$ cat src/verilog/two_wire_pkg.sv
// constants, field positions and state type for the two-wire master transmitter
// assumes a 10 MHz system clock and an 8-bit register port
package two_wire_pkg;
    // ==========================================================
    // register offsets
    localparam logic [1:0] ADDR_CTRL = 2'h0;
    localparam logic [1:0] ADDR_DATA = 2'h1;
    localparam logic [1:0] ADDR_STAT = 2'h2;
    // ==========================================================
    // control register fields
    localparam int B_FLAG = 7;
    localparam int B_ACKEN = 6;
    localparam int B_STA = 5;
    localparam int B_STO = 4;
    localparam int B_WC = 3;
    localparam int B_EN = 2;
    localparam int B_IE = 0;
    // ==========================================================
    // status codes, low three bits always zero
    localparam logic [7:0] CODE_START = 8'h08;
    localparam logic [7:0] CODE_RSTART = 8'h10;
    localparam logic [7:0] CODE_SLAW_ACK = 8'h18;
    localparam logic [7:0] CODE_SLAW_NACK = 8'h20;
    localparam logic [7:0] CODE_DATA_ACK = 8'h28;
    localparam logic [7:0] CODE_DATA_NACK = 8'h30;
    localparam logic [7:0] CODE_ARB_LOST = 8'h38;
    localparam logic [7:0] CODE_SLAR_ACK = 8'h40;
    localparam logic [7:0] CODE_SLAR_NACK = 8'h48;
    localparam logic [7:0] CODE_IDLE = 8'hf8;
    localparam logic [7:0] RESET_BYTE = 8'h00;
    // ==========================================================
    // bus timing: one quarter of a 100 kHz bit
    localparam int CLK_NS = 100;
    localparam int QUARTER_NS = 2500;
    localparam logic [7:0] QUARTER_CYC = 8'((QUARTER_NS + CLK_NS - 1) / CLK_NS);
    localparam logic [3:0] LAST_BIT = 4'h8;
    // ==========================================================
    typedef enum logic [2:0] {
        S_IDLE  = 3'b000,
        S_WAIT  = 3'b001,
        S_START = 3'b010,
        S_BIT   = 3'b011,
        S_STOP  = 3'b100,
        S_HOLD  = 3'b101,
        S_LOST  = 3'b110
    } state_type;
endpackage
$ cat src/verilog/two_wire_master_transmitter.sv
// master-transmitter engine of a two-wire serial interface
// assumes open-drain bus wiring outside and a 10 MHz clock; pins arrive unsynchronised
//
// What this block does
// - address sent: done flag, code 18/20/38 (40/48 for a read address)
// - data write only while done; else collision
// - data byte sent: done flag, code 28/30/38
// - stop command: done 1, start 0, stop 1
// - restart command: done 1, start 1, stop 0
// - repeated start reports 10, keeps the bus
// - at 08/10 plain resume sends address byte
// - address-with-read at 10 switches to receive
// - at 18..30 plain resume sends data byte
// - start request there issues repeated start
// - stop request issues stop, clears stop bit
// - start plus stop: stop, start, clear bit
// - after lost arbitration: release or start later
// - start request waits idle bus, reports 08
// - writing one clears done; action follows at once
// - clock line held low while done set, except after lost arbitration
// - prescaler bits of status read zero
module two_wire_master_transmitter (
    // clock, reset, enable
    input  wire logic       I_CLK,
    input  wire logic       I_ARST_N,
    input  wire logic       I_CE,
    // register port
    input  wire logic [1:0] I_ADDR,
    input  wire logic [7:0] I_WDATA,
    input  wire logic       I_WR,
    input  wire logic       I_RD,
    output logic      [7:0] O_RDATA,
    // bus pins
    input  wire logic       I_SCL,
    output logic            O_SCL,
    output logic            O_SCL_OE,
    input  wire logic       I_SDA,
    output logic            O_SDA,
    output logic            O_SDA_OE,
    // mode indications
    output logic            O_MASTER_RX,
    output logic            O_SLAVE_IDLE
);
    // ==========================================================
    // declarations
    two_wire_pkg::state_type state;
    logic       scl_m, scl_s, sda_m, sda_s, sda_d, busy;
    logic       done_flag, ack_en, sta, sto, wc, en, ie;
    logic [7:0] shift;
    logic [4:0] code;
    logic [7:0] tmr;
    logic [1:0] step;
    logic [3:0] bit_cnt;
    logic       rep, first, rd_addr, ack, start_after;
    logic       ctl_wr, data_wr, clr_flag, cmd, stall, step_done, last_step, byte_fin;
    logic       set_done;

    assign ctl_wr = I_CE && I_WR && I_ADDR == two_wire_pkg::ADDR_CTRL;
    assign data_wr = I_CE && I_WR && I_ADDR == two_wire_pkg::ADDR_DATA;
    assign clr_flag = ctl_wr && I_WDATA[two_wire_pkg::B_FLAG];
    // commands are only taken when no bus step is in flight; the enable comes
    // from the write itself so the very first start command is not lost
    assign cmd = clr_flag && I_WDATA[two_wire_pkg::B_EN]
        && (state == two_wire_pkg::S_HOLD || state == two_wire_pkg::S_IDLE
        || state == two_wire_pkg::S_LOST);
    // a slave may stretch the clock: the high phase waits for the line
    assign stall = step == 2'd1 && !scl_s;
    assign step_done = I_CE && !stall && tmr == two_wire_pkg::QUARTER_CYC - 8'h01
        && (state == two_wire_pkg::S_START || state == two_wire_pkg::S_BIT
        || state == two_wire_pkg::S_STOP);
    assign last_step = step_done && step == 2'd3;
    assign byte_fin = last_step && state == two_wire_pkg::S_BIT
        && bit_cnt == two_wire_pkg::LAST_BIT;
    assign set_done = (last_step && state == two_wire_pkg::S_START) || byte_fin
        || (step_done && step == 2'd2 && state == two_wire_pkg::S_BIT
        && bit_cnt != two_wire_pkg::LAST_BIT && shift[7] && !sda_s);

    // ==========================================================
    // pin synchronisers and bus busy tracking
    always_ff @(posedge I_CLK or negedge I_ARST_N) begin
        if (!I_ARST_N) begin
            scl_m <= 1'b1;
            scl_s <= 1'b1;
            sda_m <= 1'b1;
            sda_s <= 1'b1;
            sda_d <= 1'b1;
        end else if (I_CE) begin
            scl_m <= I_SCL;
            scl_s <= scl_m;
            sda_m <= I_SDA;
            sda_s <= sda_m;
            sda_d <= sda_s;
        end
    end

    always_ff @(posedge I_CLK or negedge I_ARST_N) begin
        if (!I_ARST_N) begin
            busy <= 1'b0;
        end else if (I_CE) begin
            if (!en) begin
                busy <= 1'b0;
            end else if (scl_s && sda_d && !sda_s) begin
                busy <= 1'b1;
            end else if (scl_s && !sda_d && sda_s) begin
                busy <= 1'b0;
            end
        end
    end

    // ==========================================================
    // control register
    always_ff @(posedge I_CLK or negedge I_ARST_N) begin
        if (!I_ARST_N) begin
            done_flag <= 1'b0;
            ack_en <= 1'b0;
            sta <= 1'b0;
            sto <= 1'b0;
            en <= 1'b0;
            ie <= 1'b0;
            wc <= 1'b0;
        end else if (I_CE) begin
            // a hardware set wins over a clear in the same cycle
            done_flag <= set_done || (done_flag && !clr_flag);
            if (ctl_wr) begin
                ack_en <= I_WDATA[two_wire_pkg::B_ACKEN];
                sta <= I_WDATA[two_wire_pkg::B_STA];
                sto <= I_WDATA[two_wire_pkg::B_STO];
                en <= I_WDATA[two_wire_pkg::B_EN];
                ie <= I_WDATA[two_wire_pkg::B_IE];
            end else if (last_step && state == two_wire_pkg::S_STOP) begin
                sto <= 1'b0;
            end
            if (data_wr && !done_flag) begin
                wc <= 1'b1;
            end else if (data_wr) begin
                wc <= 1'b0;
            end
        end
    end

    // ==========================================================
    // data / shift register
    always_ff @(posedge I_CLK or negedge I_ARST_N) begin
        if (!I_ARST_N) begin
            shift <= two_wire_pkg::RESET_BYTE;
        end else if (I_CE) begin
            if (data_wr && done_flag) begin
                shift <= I_WDATA;
            end else if (last_step && state == two_wire_pkg::S_BIT
                && bit_cnt != two_wire_pkg::LAST_BIT) begin
                shift <= {shift[6:0], 1'b0};
            end
        end
    end

    // ==========================================================
    // sequencer
    always_ff @(posedge I_CLK or negedge I_ARST_N) begin
        if (!I_ARST_N) begin
            state <= two_wire_pkg::S_IDLE;
            tmr <= 8'h00;
            step <= 2'd0;
            bit_cnt <= 4'h0;
            rep <= 1'b0;
            first <= 1'b0;
            rd_addr <= 1'b0;
            ack <= 1'b0;
            start_after <= 1'b0;
        end else if (I_CE) begin
            if (step_done) begin
                tmr <= 8'h00;
                step <= step + 2'd1;
            end else if (state == two_wire_pkg::S_START || state == two_wire_pkg::S_BIT
                || state == two_wire_pkg::S_STOP) begin
                if (!stall) begin
                    tmr <= tmr + 8'h01;
                end
            end else begin
                tmr <= 8'h00;
                step <= 2'd0;
            end
            if (!en && !cmd) begin
                state <= two_wire_pkg::S_IDLE;
            end else begin
                case (state)
                    two_wire_pkg::S_IDLE: begin
                        if (cmd && I_WDATA[two_wire_pkg::B_STA]) begin
                            state <= two_wire_pkg::S_WAIT;
                        end
                    end
                    two_wire_pkg::S_LOST: begin
                        if (cmd && I_WDATA[two_wire_pkg::B_STA]) begin
                            state <= two_wire_pkg::S_WAIT;
                        end else if (cmd) begin
                            state <= two_wire_pkg::S_IDLE;
                        end
                    end
                    two_wire_pkg::S_WAIT: begin
                        if (!busy) begin
                            state <= two_wire_pkg::S_START;
                            rep <= 1'b0;
                        end
                    end
                    two_wire_pkg::S_HOLD: begin
                        if (cmd && I_WDATA[two_wire_pkg::B_STO]) begin
                            state <= two_wire_pkg::S_STOP;
                            start_after <= I_WDATA[two_wire_pkg::B_STA];
                        end else if (cmd && I_WDATA[two_wire_pkg::B_STA]) begin
                            state <= two_wire_pkg::S_START;
                            rep <= 1'b1;
                        end else if (cmd) begin
                            state <= two_wire_pkg::S_BIT;
                            bit_cnt <= 4'h0;
                            if (first) begin
                                rd_addr <= shift[0];
                            end
                        end
                    end
                    two_wire_pkg::S_START: begin
                        if (last_step) begin
                            state <= two_wire_pkg::S_HOLD;
                            first <= 1'b1;
                        end
                    end
                    two_wire_pkg::S_STOP: begin
                        if (last_step) begin
                            state <= start_after ? two_wire_pkg::S_START
                                                 : two_wire_pkg::S_IDLE;
                            rep <= 1'b0;
                        end
                    end
                    two_wire_pkg::S_BIT: begin
                        if (set_done && !byte_fin) begin
                            state <= two_wire_pkg::S_LOST;
                        end else if (step_done && step == 2'd2
                            && bit_cnt == two_wire_pkg::LAST_BIT) begin
                            ack <= !sda_s;
                        end else if (byte_fin) begin
                            state <= two_wire_pkg::S_HOLD;
                            first <= 1'b0;
                        end else if (last_step) begin
                            bit_cnt <= bit_cnt + 4'h1;
                        end
                    end
                    default: begin
                        state <= two_wire_pkg::S_IDLE;
                    end
                endcase
            end
        end
    end

    // ==========================================================
    // status code
    always_ff @(posedge I_CLK or negedge I_ARST_N) begin
        if (!I_ARST_N) begin
            code <= two_wire_pkg::CODE_IDLE[7:3];
        end else if (I_CE) begin
            if (!en || (last_step && state == two_wire_pkg::S_STOP)) begin
                code <= two_wire_pkg::CODE_IDLE[7:3];
            end else if (last_step && state == two_wire_pkg::S_START) begin
                code <= rep ? two_wire_pkg::CODE_RSTART[7:3]
                            : two_wire_pkg::CODE_START[7:3];
            end else if (set_done && !byte_fin) begin
                code <= two_wire_pkg::CODE_ARB_LOST[7:3];
            end else if (byte_fin && first && rd_addr) begin
                code <= ack ? two_wire_pkg::CODE_SLAR_ACK[7:3]
                            : two_wire_pkg::CODE_SLAR_NACK[7:3];
            end else if (byte_fin && first) begin
                code <= ack ? two_wire_pkg::CODE_SLAW_ACK[7:3]
                            : two_wire_pkg::CODE_SLAW_NACK[7:3];
            end else if (byte_fin) begin
                code <= ack ? two_wire_pkg::CODE_DATA_ACK[7:3]
                            : two_wire_pkg::CODE_DATA_NACK[7:3];
            end
        end
    end

    // ==========================================================
    // pin drivers and mode outputs, all registered
    always_ff @(posedge I_CLK or negedge I_ARST_N) begin
        if (!I_ARST_N) begin
            O_SCL <= 1'b0;
            O_SDA <= 1'b0;
            O_SCL_OE <= 1'b0;
            O_SDA_OE <= 1'b0;
        end else if (I_CE) begin
            O_SCL <= 1'b0;
            O_SDA <= 1'b0;
            case (state)
                two_wire_pkg::S_START: begin
                    O_SCL_OE <= step == 2'd3 || (step == 2'd0 && O_SCL_OE);
                    O_SDA_OE <= step >= 2'd2;
                end
                two_wire_pkg::S_STOP: begin
                    O_SCL_OE <= step == 2'd0;
                    O_SDA_OE <= step <= 2'd1;
                end
                two_wire_pkg::S_BIT: begin
                    O_SCL_OE <= step == 2'd0 || step == 2'd3;
                    O_SDA_OE <= bit_cnt != two_wire_pkg::LAST_BIT && !shift[7];
                end
                two_wire_pkg::S_HOLD: begin
                    O_SCL_OE <= 1'b1;
                    O_SDA_OE <= O_SDA_OE;
                end
                default: begin
                    O_SCL_OE <= 1'b0;
                    O_SDA_OE <= 1'b0;
                end
            endcase
        end
    end

    always_ff @(posedge I_CLK or negedge I_ARST_N) begin
        if (!I_ARST_N) begin
            O_MASTER_RX <= 1'b0;
            O_SLAVE_IDLE <= 1'b0;
        end else if (I_CE) begin
            if (!en || state == two_wire_pkg::S_START || state == two_wire_pkg::S_STOP) begin
                O_MASTER_RX <= 1'b0;
            end else if (byte_fin && first && rd_addr) begin
                O_MASTER_RX <= 1'b1;
            end
            if (!en || state == two_wire_pkg::S_WAIT) begin
                O_SLAVE_IDLE <= 1'b0;
            end else if (cmd && state == two_wire_pkg::S_LOST) begin
                O_SLAVE_IDLE <= !I_WDATA[two_wire_pkg::B_STA];
            end
        end
    end

    // ==========================================================
    // read port: data one cycle after the strobe
    always_ff @(posedge I_CLK or negedge I_ARST_N) begin
        if (!I_ARST_N) begin
            O_RDATA <= 8'h00;
        end else if (I_CE) begin
            if (I_RD) begin
                case (I_ADDR)
                    two_wire_pkg::ADDR_CTRL: O_RDATA <= {done_flag, ack_en, sta, sto,
                                                         wc, en, 1'b0, ie};
                    two_wire_pkg::ADDR_DATA: O_RDATA <= shift;
                    two_wire_pkg::ADDR_STAT: O_RDATA <= {code, 3'b000};
                    default: O_RDATA <= 8'h00;
                endcase
            end else begin
                O_RDATA <= 8'h00;
            end
        end
    end

    // ==========================================================
    // checks
    a_scl_held: assert property (@(posedge I_CLK) disable iff (!I_ARST_N)
        $past(state == two_wire_pkg::S_HOLD) && state == two_wire_pkg::S_HOLD |-> O_SCL_OE)
        else $error("clock line not held low while done");
    a_collision_set: assert property (@(posedge I_CLK) disable iff (!I_ARST_N)
        data_wr && !done_flag && !last_step |=> wc && $stable(shift))
        else $error("data write while busy not refused");
    a_no_op_done: assert property (@(posedge I_CLK) disable iff (!I_ARST_N)
        done_flag |-> state == two_wire_pkg::S_HOLD || state == two_wire_pkg::S_LOST)
        else $error("bus step running while done set");
    a_resume_byte: assert property (@(posedge I_CLK) disable iff (!I_ARST_N)
        cmd && state == two_wire_pkg::S_HOLD && !I_WDATA[two_wire_pkg::B_STA]
        && !I_WDATA[two_wire_pkg::B_STO] |=> state == two_wire_pkg::S_BIT && !done_flag)
        else $error("resume did not start byte");
    a_addr_code: assert property (@(posedge I_CLK) disable iff (!I_ARST_N)
        byte_fin && first && !rd_addr |=> done_flag
        && (code == two_wire_pkg::CODE_SLAW_ACK[7:3] || code == two_wire_pkg::CODE_SLAW_NACK[7:3]))
        else $error("wrong address status");
    a_data_code: assert property (@(posedge I_CLK) disable iff (!I_ARST_N)
        byte_fin && !first && ack |=> code == two_wire_pkg::CODE_DATA_ACK[7:3])
        else $error("wrong data status");
    a_rstart_code: assert property (@(posedge I_CLK) disable iff (!I_ARST_N)
        last_step && state == two_wire_pkg::S_START && rep
        |=> code == two_wire_pkg::CODE_RSTART[7:3] && state == two_wire_pkg::S_HOLD)
        else $error("repeated start status wrong");
    a_stop_clear: assert property (@(posedge I_CLK) disable iff (!I_ARST_N)
        last_step && state == two_wire_pkg::S_STOP && !ctl_wr |=> !sto && !done_flag)
        else $error("stop bit not cleared after stop");
    a_msb_first: assert property (@(posedge I_CLK) disable iff (!I_ARST_N)
        state == two_wire_pkg::S_BIT && step == 2'd2 && bit_cnt != two_wire_pkg::LAST_BIT
        |-> O_SDA_OE == !shift[7])
        else $error("data bit order wrong");
    a_lost_release: assert property (@(posedge I_CLK) disable iff (!I_ARST_N)
        state == two_wire_pkg::S_LOST ##1 state == two_wire_pkg::S_LOST
        |-> !O_SDA_OE && !O_SCL_OE && code == two_wire_pkg::CODE_ARB_LOST[7:3])
        else $error("bus not released after lost arbitration");
    a_status_low: assert property (@(posedge I_CLK) disable iff (!I_ARST_N)
        I_CE && I_RD && I_ADDR == two_wire_pkg::ADDR_STAT |=> O_RDATA[2:0] == 3'h0)
        else $error("status low bits not zero");
endmodule // two_wire_master_transmitter

$ cat config.mk
export PLATFORM = sky130hd
export DESIGN_NAME = two_wire_master_transmitter
export DESIGN_NICKNAME = d
export VERILOG_FILES = /design/src/verilog/two_wire_pkg.sv /design/src/verilog/two_wire_master_transmitter.sv
export SDC_FILE = /design/constraint.sdc
export NUM_CORES = 1
export LEC_CHECK = 0
export BUFFER_PORTS_ARGS = -buffer_cell sky130_fd_sc_hd__buf_2
export CELL_PAD_IN_SITES_DETAIL_PLACEMENT = 0
export CELL_PAD_IN_SITES_GLOBAL_PLACEMENT = 1
export CORE_MARGIN = 1.5
export CORE_UTILIZATION = 30
export DETAILED_ROUTE_END_ITERATION = 7
export GPL_TIMING_DRIVEN = 1
export PLACE_DENSITY_LB_ADDON = 0.1
export SYNTH_ARGS = -nofsm -noshare
export SYNTH_HDL_FRONTEND = slang
export SYNTH_SLANG_ARGS = --single-unit
$ cat constraint.sdc
create_clock -name I_CLK -period 3.7 [get_ports I_CLK]
set_clock_uncertainty 0.15 [all_clocks]
set_input_delay 0.37 -clock I_CLK [delete_from_list [all_inputs] [get_ports I_CLK]]
set_output_delay 0.37 -clock I_CLK [all_outputs]
set_load 0.05 [all_outputs]
# After elaboration in Yosys (flattened, before gate mapping)
# Index checks and enable logic that the tools add are counted.
# W data, S select, Z words.
# totals
output_inout_bits,14
register_bits,60
word_cells,233
# classes
n_lt_le_gt_ge,2
add_sub_neg,3
mux,65
n_eq_ne,37
n_reduce_logical,92
n_bitwise,5
# ops
cell,count
$mux W8,6
$mux W3,14
$logic_and A1 B1 Y1,38
$mux W5,6
$mux W4,7
$ne A2 B2 Y1 const B,12
$pmux W8 S3,1
$reduce_and A2 Y1,11
$pmux W3 S7,1
$reduce_and A7 Y1,3
$mux W1,20
$reduce_bool A2 Y1,7
$logic_or A1 B1 Y1,13
$logic_not A1 Y1,11
$mux W2,5
$reduce_and A10 Y1,1
$eq A3 B3 Y1 const B,3
$reduce_and A9 Y1,1
$add A8 B1 Y8 const B,1
$eq A8 B5 Y1 const B,1
$ne A4 B2 Y1 const B,2
$ne A4 B4 Y1 const B,2
$pmux W1 S4,2
$pmux W4 S2,1
23 further kinds,35

# Depth between registers and ports, before layout
# Gate-level depths: netlist of run 1.
# logic_depth
word_depth,16
ltp_mapped,12
mapped_depth_nobuf,10

# Worst setup path after synthesis of run 1
# Ideal clock, no wire load.
# synth_path
path_type,register -> register
start,register tmr[2]
end,register code[1]
n_path_buf,2
path_stages_with_launch,11
arrival_ps,2621
setup_ps,82
path_slack_ps,847
required_time_ps,3468
cell_sequence,dfrtp_1 -> or4_4 -> nor4b_1 -> buf_2 -> and3_1 -> clkbuf_1 -> and2_1 -> ha_1 -> nand2b_1 -> a22o_1 -> a22oi_1
# synth_via
elab_chain_cells,13
elab_cells_between_ends,27
classes_between,eq/ne: 1; mux: 5; reduce/logical: 21
# synth_lines
element,line_no,text
from (decl),two_wire_master_transmitter.sv:51,logic [7:0] tmr;
from (signal assigned),two_wire_master_transmitter.sv:176,tmr <= tmr + 8'h01;
$eq A8 B5 Y1 *,two_wire_master_transmitter.sv:68,assign step_done = I_CE && !stall && tmr == two_wire_pkg::QUARTER_CYC - 8'h01
$logic_and A1 B1 Y1 *,two_wire_master_transmitter.sv:68,
$logic_and A1 B1 Y1 *,two_wire_master_transmitter.sv:69,&& (state == two_wire_pkg::S_START || state == two_wire_pkg::S_BIT
$logic_and A1 B1 Y1 (2 in series),two_wire_master_transmitter.sv:75,|| (step_done && step == 2'd2 && state == two_wire_pkg::S_BIT
$logic_and A1 B1 Y1 (3 in series),two_wire_master_transmitter.sv:76,&& bit_cnt != two_wire_pkg::LAST_BIT && shift[7] && !sda_s);
$logic_or A1 B1 Y1,two_wire_master_transmitter.sv:75,
$logic_and A1 B1 Y1,two_wire_master_transmitter.sv:264,end else if (set_done && !byte_fin) begin
$mux W5,two_wire_master_transmitter.sv:264,
$mux W5,two_wire_master_transmitter.sv:261,end else if (last_step && state == two_wire_pkg::S_START) begin
$mux W5,two_wire_master_transmitter.sv:259,if (!en || (last_step && state == two_wire_pkg::S_STOP)) begin
to (signal assigned),two_wire_master_transmitter.sv:260,code <= two_wire_pkg::CODE_IDLE[7:3];
to (signal assigned),two_wire_master_transmitter.sv:262,code <= rep ? two_wire_pkg::CODE_RSTART[7:3]
to (signal assigned),two_wire_master_transmitter.sv:265,code <= two_wire_pkg::CODE_ARB_LOST[7:3];
to (decl),two_wire_master_transmitter.sv:50,logic [4:0] code;
# Mark *: on every way between the ends. The rest lies on a longest branch, timed or not.
# A chain may end at the register's enable or synchronous reset.

# Worst setup path in the final report of run 1
# layout_path
start,register state[1]
end,register bit_cnt[3]
# layout_via
elab_chain_cells,13
elab_cells_between_ends,41
classes_between,eq/ne: 12; mux: 1; bitwise: 1; reduce/logical: 27
# layout_lines
element,line_no,text
from (decl),two_wire_master_transmitter.sv:46,two_wire_pkg::state_type state;
from (signal assigned),two_wire_master_transmitter.sv:160,state <= two_wire_pkg::S_IDLE;
from (signal assigned),two_wire_master_transmitter.sv:183,state <= two_wire_pkg::S_IDLE;
from (signal assigned),two_wire_master_transmitter.sv:188,state <= two_wire_pkg::S_WAIT;
"$eq A3 B2 Y1, on equally long branches",--,
$logic_or A1 B1 Y1,two_wire_master_transmitter.sv:69,
$logic_or A1 B1 Y1,two_wire_master_transmitter.sv:70,|| state == two_wire_pkg::S_STOP);
$logic_and A1 B1 Y1,two_wire_master_transmitter.sv:69,
$logic_and A1 B1 Y1,"two_wire_master_transmitter.sv:75, two_wire_master_transmitter.sv:235",
$logic_and A1 B1 Y1,two_wire_master_transmitter.sv:75,
$logic_and A1 B1 Y1 (3 in series),two_wire_master_transmitter.sv:76,
$logic_or A1 B1 Y1,two_wire_master_transmitter.sv:75,
$logic_and A1 B1 Y1,two_wire_master_transmitter.sv:233,if (set_done && !byte_fin) begin
$ne A2 B2 Y1 (no line),--,
$reduce_and A10 Y1 (no line),--,
to (signal assigned),two_wire_master_transmitter.sv:242,bit_cnt <= bit_cnt + 4'h1;
to (decl),two_wire_master_transmitter.sv:53,logic [3:0] bit_cnt;
# Parallel ways exist; a longest one is shown, timed or not.

==> results of run 1 <==
area by class of cell:
class | count | area [um2] | share of cell area (%)
Clock inverter | 4 | 47.5 | 1.16
Sequential cell | 60 | 1510 | 37.1
Timing Repair Buffer | 38 | 215 | 5.27
Clock buffer | 12 | 256 | 6.28
Inverter | 17 | 63.8 | 1.56
Tap cell | 143 | 179 | 4.38
Multi-Input combinational cell | 279 | 1810 | 44.2
routing by layer:
metal / share of wire, % / wire length, um / track usage [%] / up-vias
li1: - / - / - / 1405
met1: 47 / 4690 / 23.0 / 1431
met5: 0 / 0 / 0 / -
met3: 4.4 / 442 / 4.34 / 10
met4: 1.4 / 143 / 6.24 / 0
met2: 48 / 4780 / 28.1 / 54
synth_stat cells (all sizes together) (3+ instances only):
library cell,instances
a21oi,20
a22oi,4
a31oi,7
and2,3
and3,5
buf,7
clkbuf,15
dfrtp,50
dfstp,10
ha,9
inv,16
mux2,8
mux2i,16
nand2,43
nand2b,5
nand3,14
nand3b,5
nand4,4
nor2,32
nor2b,6
nor3,3
o21ai,36
o2bb2ai,9
o41ai,4
xnor2,3
xor2,5
stage by stage:
step                      setup slack (ns)  hold WS (ns)  total power, mW  instances
after floorplan                      0.847       -0.0756             1.03        378
after global placement               0.830         0.315             1.16        537
after detailed placement             0.765         0.318             1.16        537
after CTS                            0.781        0.0485             2.04        553
after global routing                 0.573         0.101             2.11        553
final                                0.798        0.0152             2.01        553
placed cells by master, fill, tap and decap left out, types with 3 or more instances in the layout:
cell        n
buf_2      28
o2bb2ai_1   9
a22oi_1     4
ha_1        9
nor2_1     31
nor3_1      3
a31oi_1     7
and3_1      5
nand2_1    43
dfstp_2    10
nand4_1     4
o41ai_1     4
xor2_1      5
nor2b_1     6
mux2i_1    16
nand2b_1    5
a21oi_1    20
dfrtp_1    50
buf_4      10
clkbuf_16   9
nand3_1    14
nand3b_1    5
and2_1      3
xnor2_1     3
o21ai_0    35
inv_1      16
mux2_2      8
worst max-delay path, stage by stage (launching register included):
cell,delay [ns]
dfrtp_1,0.59
o21ba_2,0.31
a2111oi_1,0.49
o21ai_1,0.21
a21o_1,0.25
or3_1,0.47
o41ai_1,0.33
power breakdown:
| group | switching, mW | internal (mW) |
|---|---|---|
| combinational | 0.246 | 0.133 |
| sequential | 0.0634 | 0.705 |
| clock | 0.304 | 0.555 |
| total | 0.613 | 1.39 |
logic make-up (layout without fill, tap and decap cells):
logic type | after synthesis | count (layout) | synth area share, %
muxes | 24 | 24 | 7.20
buffers and inverters | 39 | 71 | 4.57
other | 1 | 2 | 0.108
DFF | 60 | 60 | 43.6
adders and majority gates | 9 | 9 | 3.24
xor gates and xnor gates | 8 | 8 | 2.02
AOI/OAI and AO/OA | 105 | 105 | 20.0
and+or+nand+nor | 131 | 131 | 19.3
path summary, 6_finish.rpt:
path                       cells after the start  slack (ns)          to  startpoint
setup / recovery                               6        0.80  bit_cnt[3]    state[1]
hold / removal                                 1        0.02    shift[7]    I_ARST_N
setup reg to reg                               6        0.80  bit_cnt[3]    state[1]
hold reg to reg                                1        0.32  O_RDATA[6]  O_RDATA[6]
max in group asynchronous                      2        2.49       scl_m    I_ARST_N
min in group I_CLK                             3        0.11      ack_en  I_WDATA[6]
registers in the layout (all words and copies together), names as in the netlist, 2 cells and up:
signal   cells
step         2
shift        8
O_RDATA      8
state        3
bit_cnt      4
tmr          8
code         5
==> results.md, run 1 <==
* Setup TNS Final at 0 ns
* Critical Path Fanout Max at 18
* VDD IR max at 0.000262 V
* Full die area at 12200 um2
* Synth warn at 0
* Largest net degree at the start of global routing at 39
* Routed len/inst at 18.2 um
* Mapped cell area at 3470 um2
* Max Cap Violations at 0
* Synth cell types at 61
* Slew at the pin closest to its max-slew limit at 0.894 ns
* Gr usage total at 17.5%
* Global-route wire length before repair at 16700 um
* Clk sinks at 60
* Crit path launch type: flop
* RSZ-0062 raised after global routing: no
* Power Density at 491 nW/um2
* GR Overflow Total at 0
* Post-DP HPWL at 7390 um
* Synth top area share at 36.0%
* Row count at 39
* Area after DPL at 3780 um2
* CP arrival at 2.98 ns
* Avg Inst Size Synth at 9.22 um2
* Io pins at 31
* CTS tree: built
* Initial Util at 30.6%
* Area growth, synth to finish at 17.5%
* Max Freq at 345 MHz
* Layout cell share with drive strength beyond 1 at 19.3%
* WL final at 10100 um
* Leak at 1.87 nW
* Fin. Hold Viols at 0
* Final Critical Period at 2.90 ns
* H-tree levels at 3
* Number of buffers created by CTS at 9
* Crit share post-route at 78.4%
* Synth area leader: dfrtp_1
* Die X at 111 um
* Outcome: completed
* WS Path Type: reg -> reg
* Remaining DRCs at 0
* Vias per std cell at 5.24
* Slew margin rel. at 40.4%
* Port bufs at 28
* Clock root cell: clkbuf_16
* Top FF cell, synth: dfrtp_1
* EDFF count, synth at 0
* Buffer count from post-CTS setup fixing at 0
* CTS Buffer Depth at 2
* Hold_buf cts at 0
* DRT iter0 DRCs at 173
* Clk_lat worst skew at 0.33 ns
* Cells after synthesis at 377
* Final Cell Area at 4080 um2
* Flop and latch count out of synthesis at 60
* Core footprint at 11400 um2
* CTS clk-pin slew, worst paths at 0.05 ns
* Top post-synthesis cells by area: dfrtp_1 (36%), dfstp_2 (7.6%), o21ai_0 (5.0%)
* Final setup vio count at 0
* Nets@finish at 431
* Routed Antenna Nets at 0
* Final core utilization at 35.9%
* Antenna violations before repair at 0
* # diodes at 0
* CP Data Required Time at 3.77 ns
* Number of global-route vias before repair at 2998
* Sequential share of the synthesized area at 43.6%
* RePlAce Congestion at 0.865
* Worst min path class: in -> async
* Async set-or-reset flop fraction in the synthesized netlist at 100%
* Vias at 2900
* Worst setup EP type: flop
* Drt first pass iters at 4
* Post-CTS sizing at 0
* Max-slew violations at 0
* Die H at 111 um
* # fillers at 1199
(Power assumes the default switching activity.)
==> run 2, diff against run 1 <==
==> constraint.sdc (replaced) <==
create_clock -name I_CLK -period 3 [get_ports I_CLK]
set_clock_uncertainty 0.15 [all_clocks]
set_input_delay 0.3 -clock I_CLK [delete_from_list [all_inputs] [get_ports I_CLK]]
set_output_delay 0.3 -clock I_CLK [all_outputs]
set_load 0.05 [all_outputs]
==> results.md, run 2 (same netlist as run 1, synthesis figures left out) <==
* Outcome: complete, but fails checks
* DR top layer: met4
* Nets@finish at 440
* Buffer count from post-CTS setup fixing at 0
* Die H at 111 um
* Max Cap Violations at 0
* Clock root cell: clkbuf_16
* Final Critical Period at 2.80 ns
* Vias at 2888
* Setup TNS Final at 0 ns
* Gr usage total at 17.1%
* Non-Filler Instances at 562
* CP arrival at 2.87 ns
* Full die area at 12200 um2
* Routed Antenna Nets at 0
* Max-slew violations at 0
* GR Overflow Total at 0
* Crit path launch type: flop
* Global-route wire length before repair at 16200 um
* Antenna violations before repair at 0
* Leak at 1.92 nW
* Row count at 39
* CP Data Required Time at 3.07 ns
* Number of buffers created by CTS at 9
* Most common cell after layout, fill and taps aside: dfrtp_1
* Placed cell count at 546
* Failing checks: negative hold slack
* Remaining DRCs at 0
* Crit share post-route at 93.3%
* Post-DP HPWL at 7310 um
* Met1 Wirelength at 4690 um
* Max Freq at 357 MHz
* DR WL met3 at 293 um
* WS Path Type: reg -> reg
* Hold_buf cts at 0
* Slew margin rel. at 47.5%
* Layout cell share with drive strength beyond 1 at 21.0%
* Vias per std cell at 5.14
* Largest net degree at the start of global routing at 61
* Clk sinks at 60
* Total power at 2.48 mW
* VDD IR max at 0.000414 V
* Slew at the pin closest to its max-slew limit at 0.788 ns
* Final setup vio count at 0
* Core footprint at 11400 um2
* Io pins at 31
* # diodes at 0
* Post-CTS sizing at 0
* Power Density at 597 nW/um2
* DRT iter0 DRCs at 160
* CTS Buffer Depth at 2
* Critical Path Fanout Max at 5
* Largest regs: O_RDATA: 8 flops, shift: 8 flops, tmr: 8 flops
* Worst hold slack at -0.0125 ns
* Area growth, synth to finish at 19.4%
* Worst setup EP type: flop
* RePlAce Congestion at 0.767
* WL met2 at 4820 um
* RSZ-0062 raised after global routing: no
* Reg-to-Reg Start: tmr[2]
* H-tree levels at 3
* CTS clk-pin slew, worst paths at 0.06 ns
* Initial Util at 30.6%
* Die X at 111 um
* Routed len/inst at 17.6 um
* Fin. Hold Viols at 14
* Most frequent cells in the layout: dfrtp_1 (50), nand2_1 (43), o21ai_0 (35)
* Critical Path Start: tmr[2]
* WL final at 9910 um
* Drt first pass iters at 4
* Worst min path class: in -> async
* CTS tree: built
* Clk_lat worst skew at 0.33 ns
* Port bufs at 28
* Number of global-route vias before repair at 2917
==> run 2: layout make-up <==
type / count / area, um2
inverters: 17 / 63.8
multi-input cells: 279 / 1810
clock buffers: 12 / 256
fillers: 1200 / 7220
flip-flops and latches: 60 / 1510
clock inverters: 4 / 48.8
well taps: 143 / 179
repair buffers: 47 / 283
==> run 2: final timing paths <==
path	to	cells past startpoint	slack, ns
max	bit_cnt[3]	6	0.20
min	en	2	-0.01
max reg2reg	bit_cnt[3]	6	0.20
min reg2reg	O_RDATA[6]	1	0.33
max in group asynchronous	tmr[0]	2	2.19
min in group I_CLK	ack_en	3	0.03
==> run 2: metrics by stage <==
step | cell area (um2) | utilization [%] | hold WS, ns | worst slack (ns)
floorplan | 3480 | - | -0.146 | 0.147
global placement | 3840 | 33.8 | 0.315 | 0.230
detailed placement | 3840 | 33.8 | 0.317 | 0.202
CTS | 4150 | 36.5 | 0.0220 | 0.175
global route | 4150 | 36.5 | 0.0466 | 0.0574
finish | 4150 | 36.5 | -0.0125 | 0.200
==> run 2: worst max-delay path, stage by stage, from the launching register on <==
cell and delay (ns):
dfrtp_1 0.42, or4_4 0.56, or4b_4 0.56, nor2_8 0.15, a32oi_2 0.13, or3_1 0.40
o41ai_1 0.31
==> run 2: power breakdown <==
group / switching, mW / internal, mW
registers: 0.0534 / 0.870
clock network: 0.363 / 0.686
logic: 0.322 / 0.183
==> run 2: routing by layer <==
layer  track usage, %  up-vias
met5                0        -
met2             28.3       52
met4             4.62        0
met1             22.5     1396
li1                 -     1431
met3             3.73        9
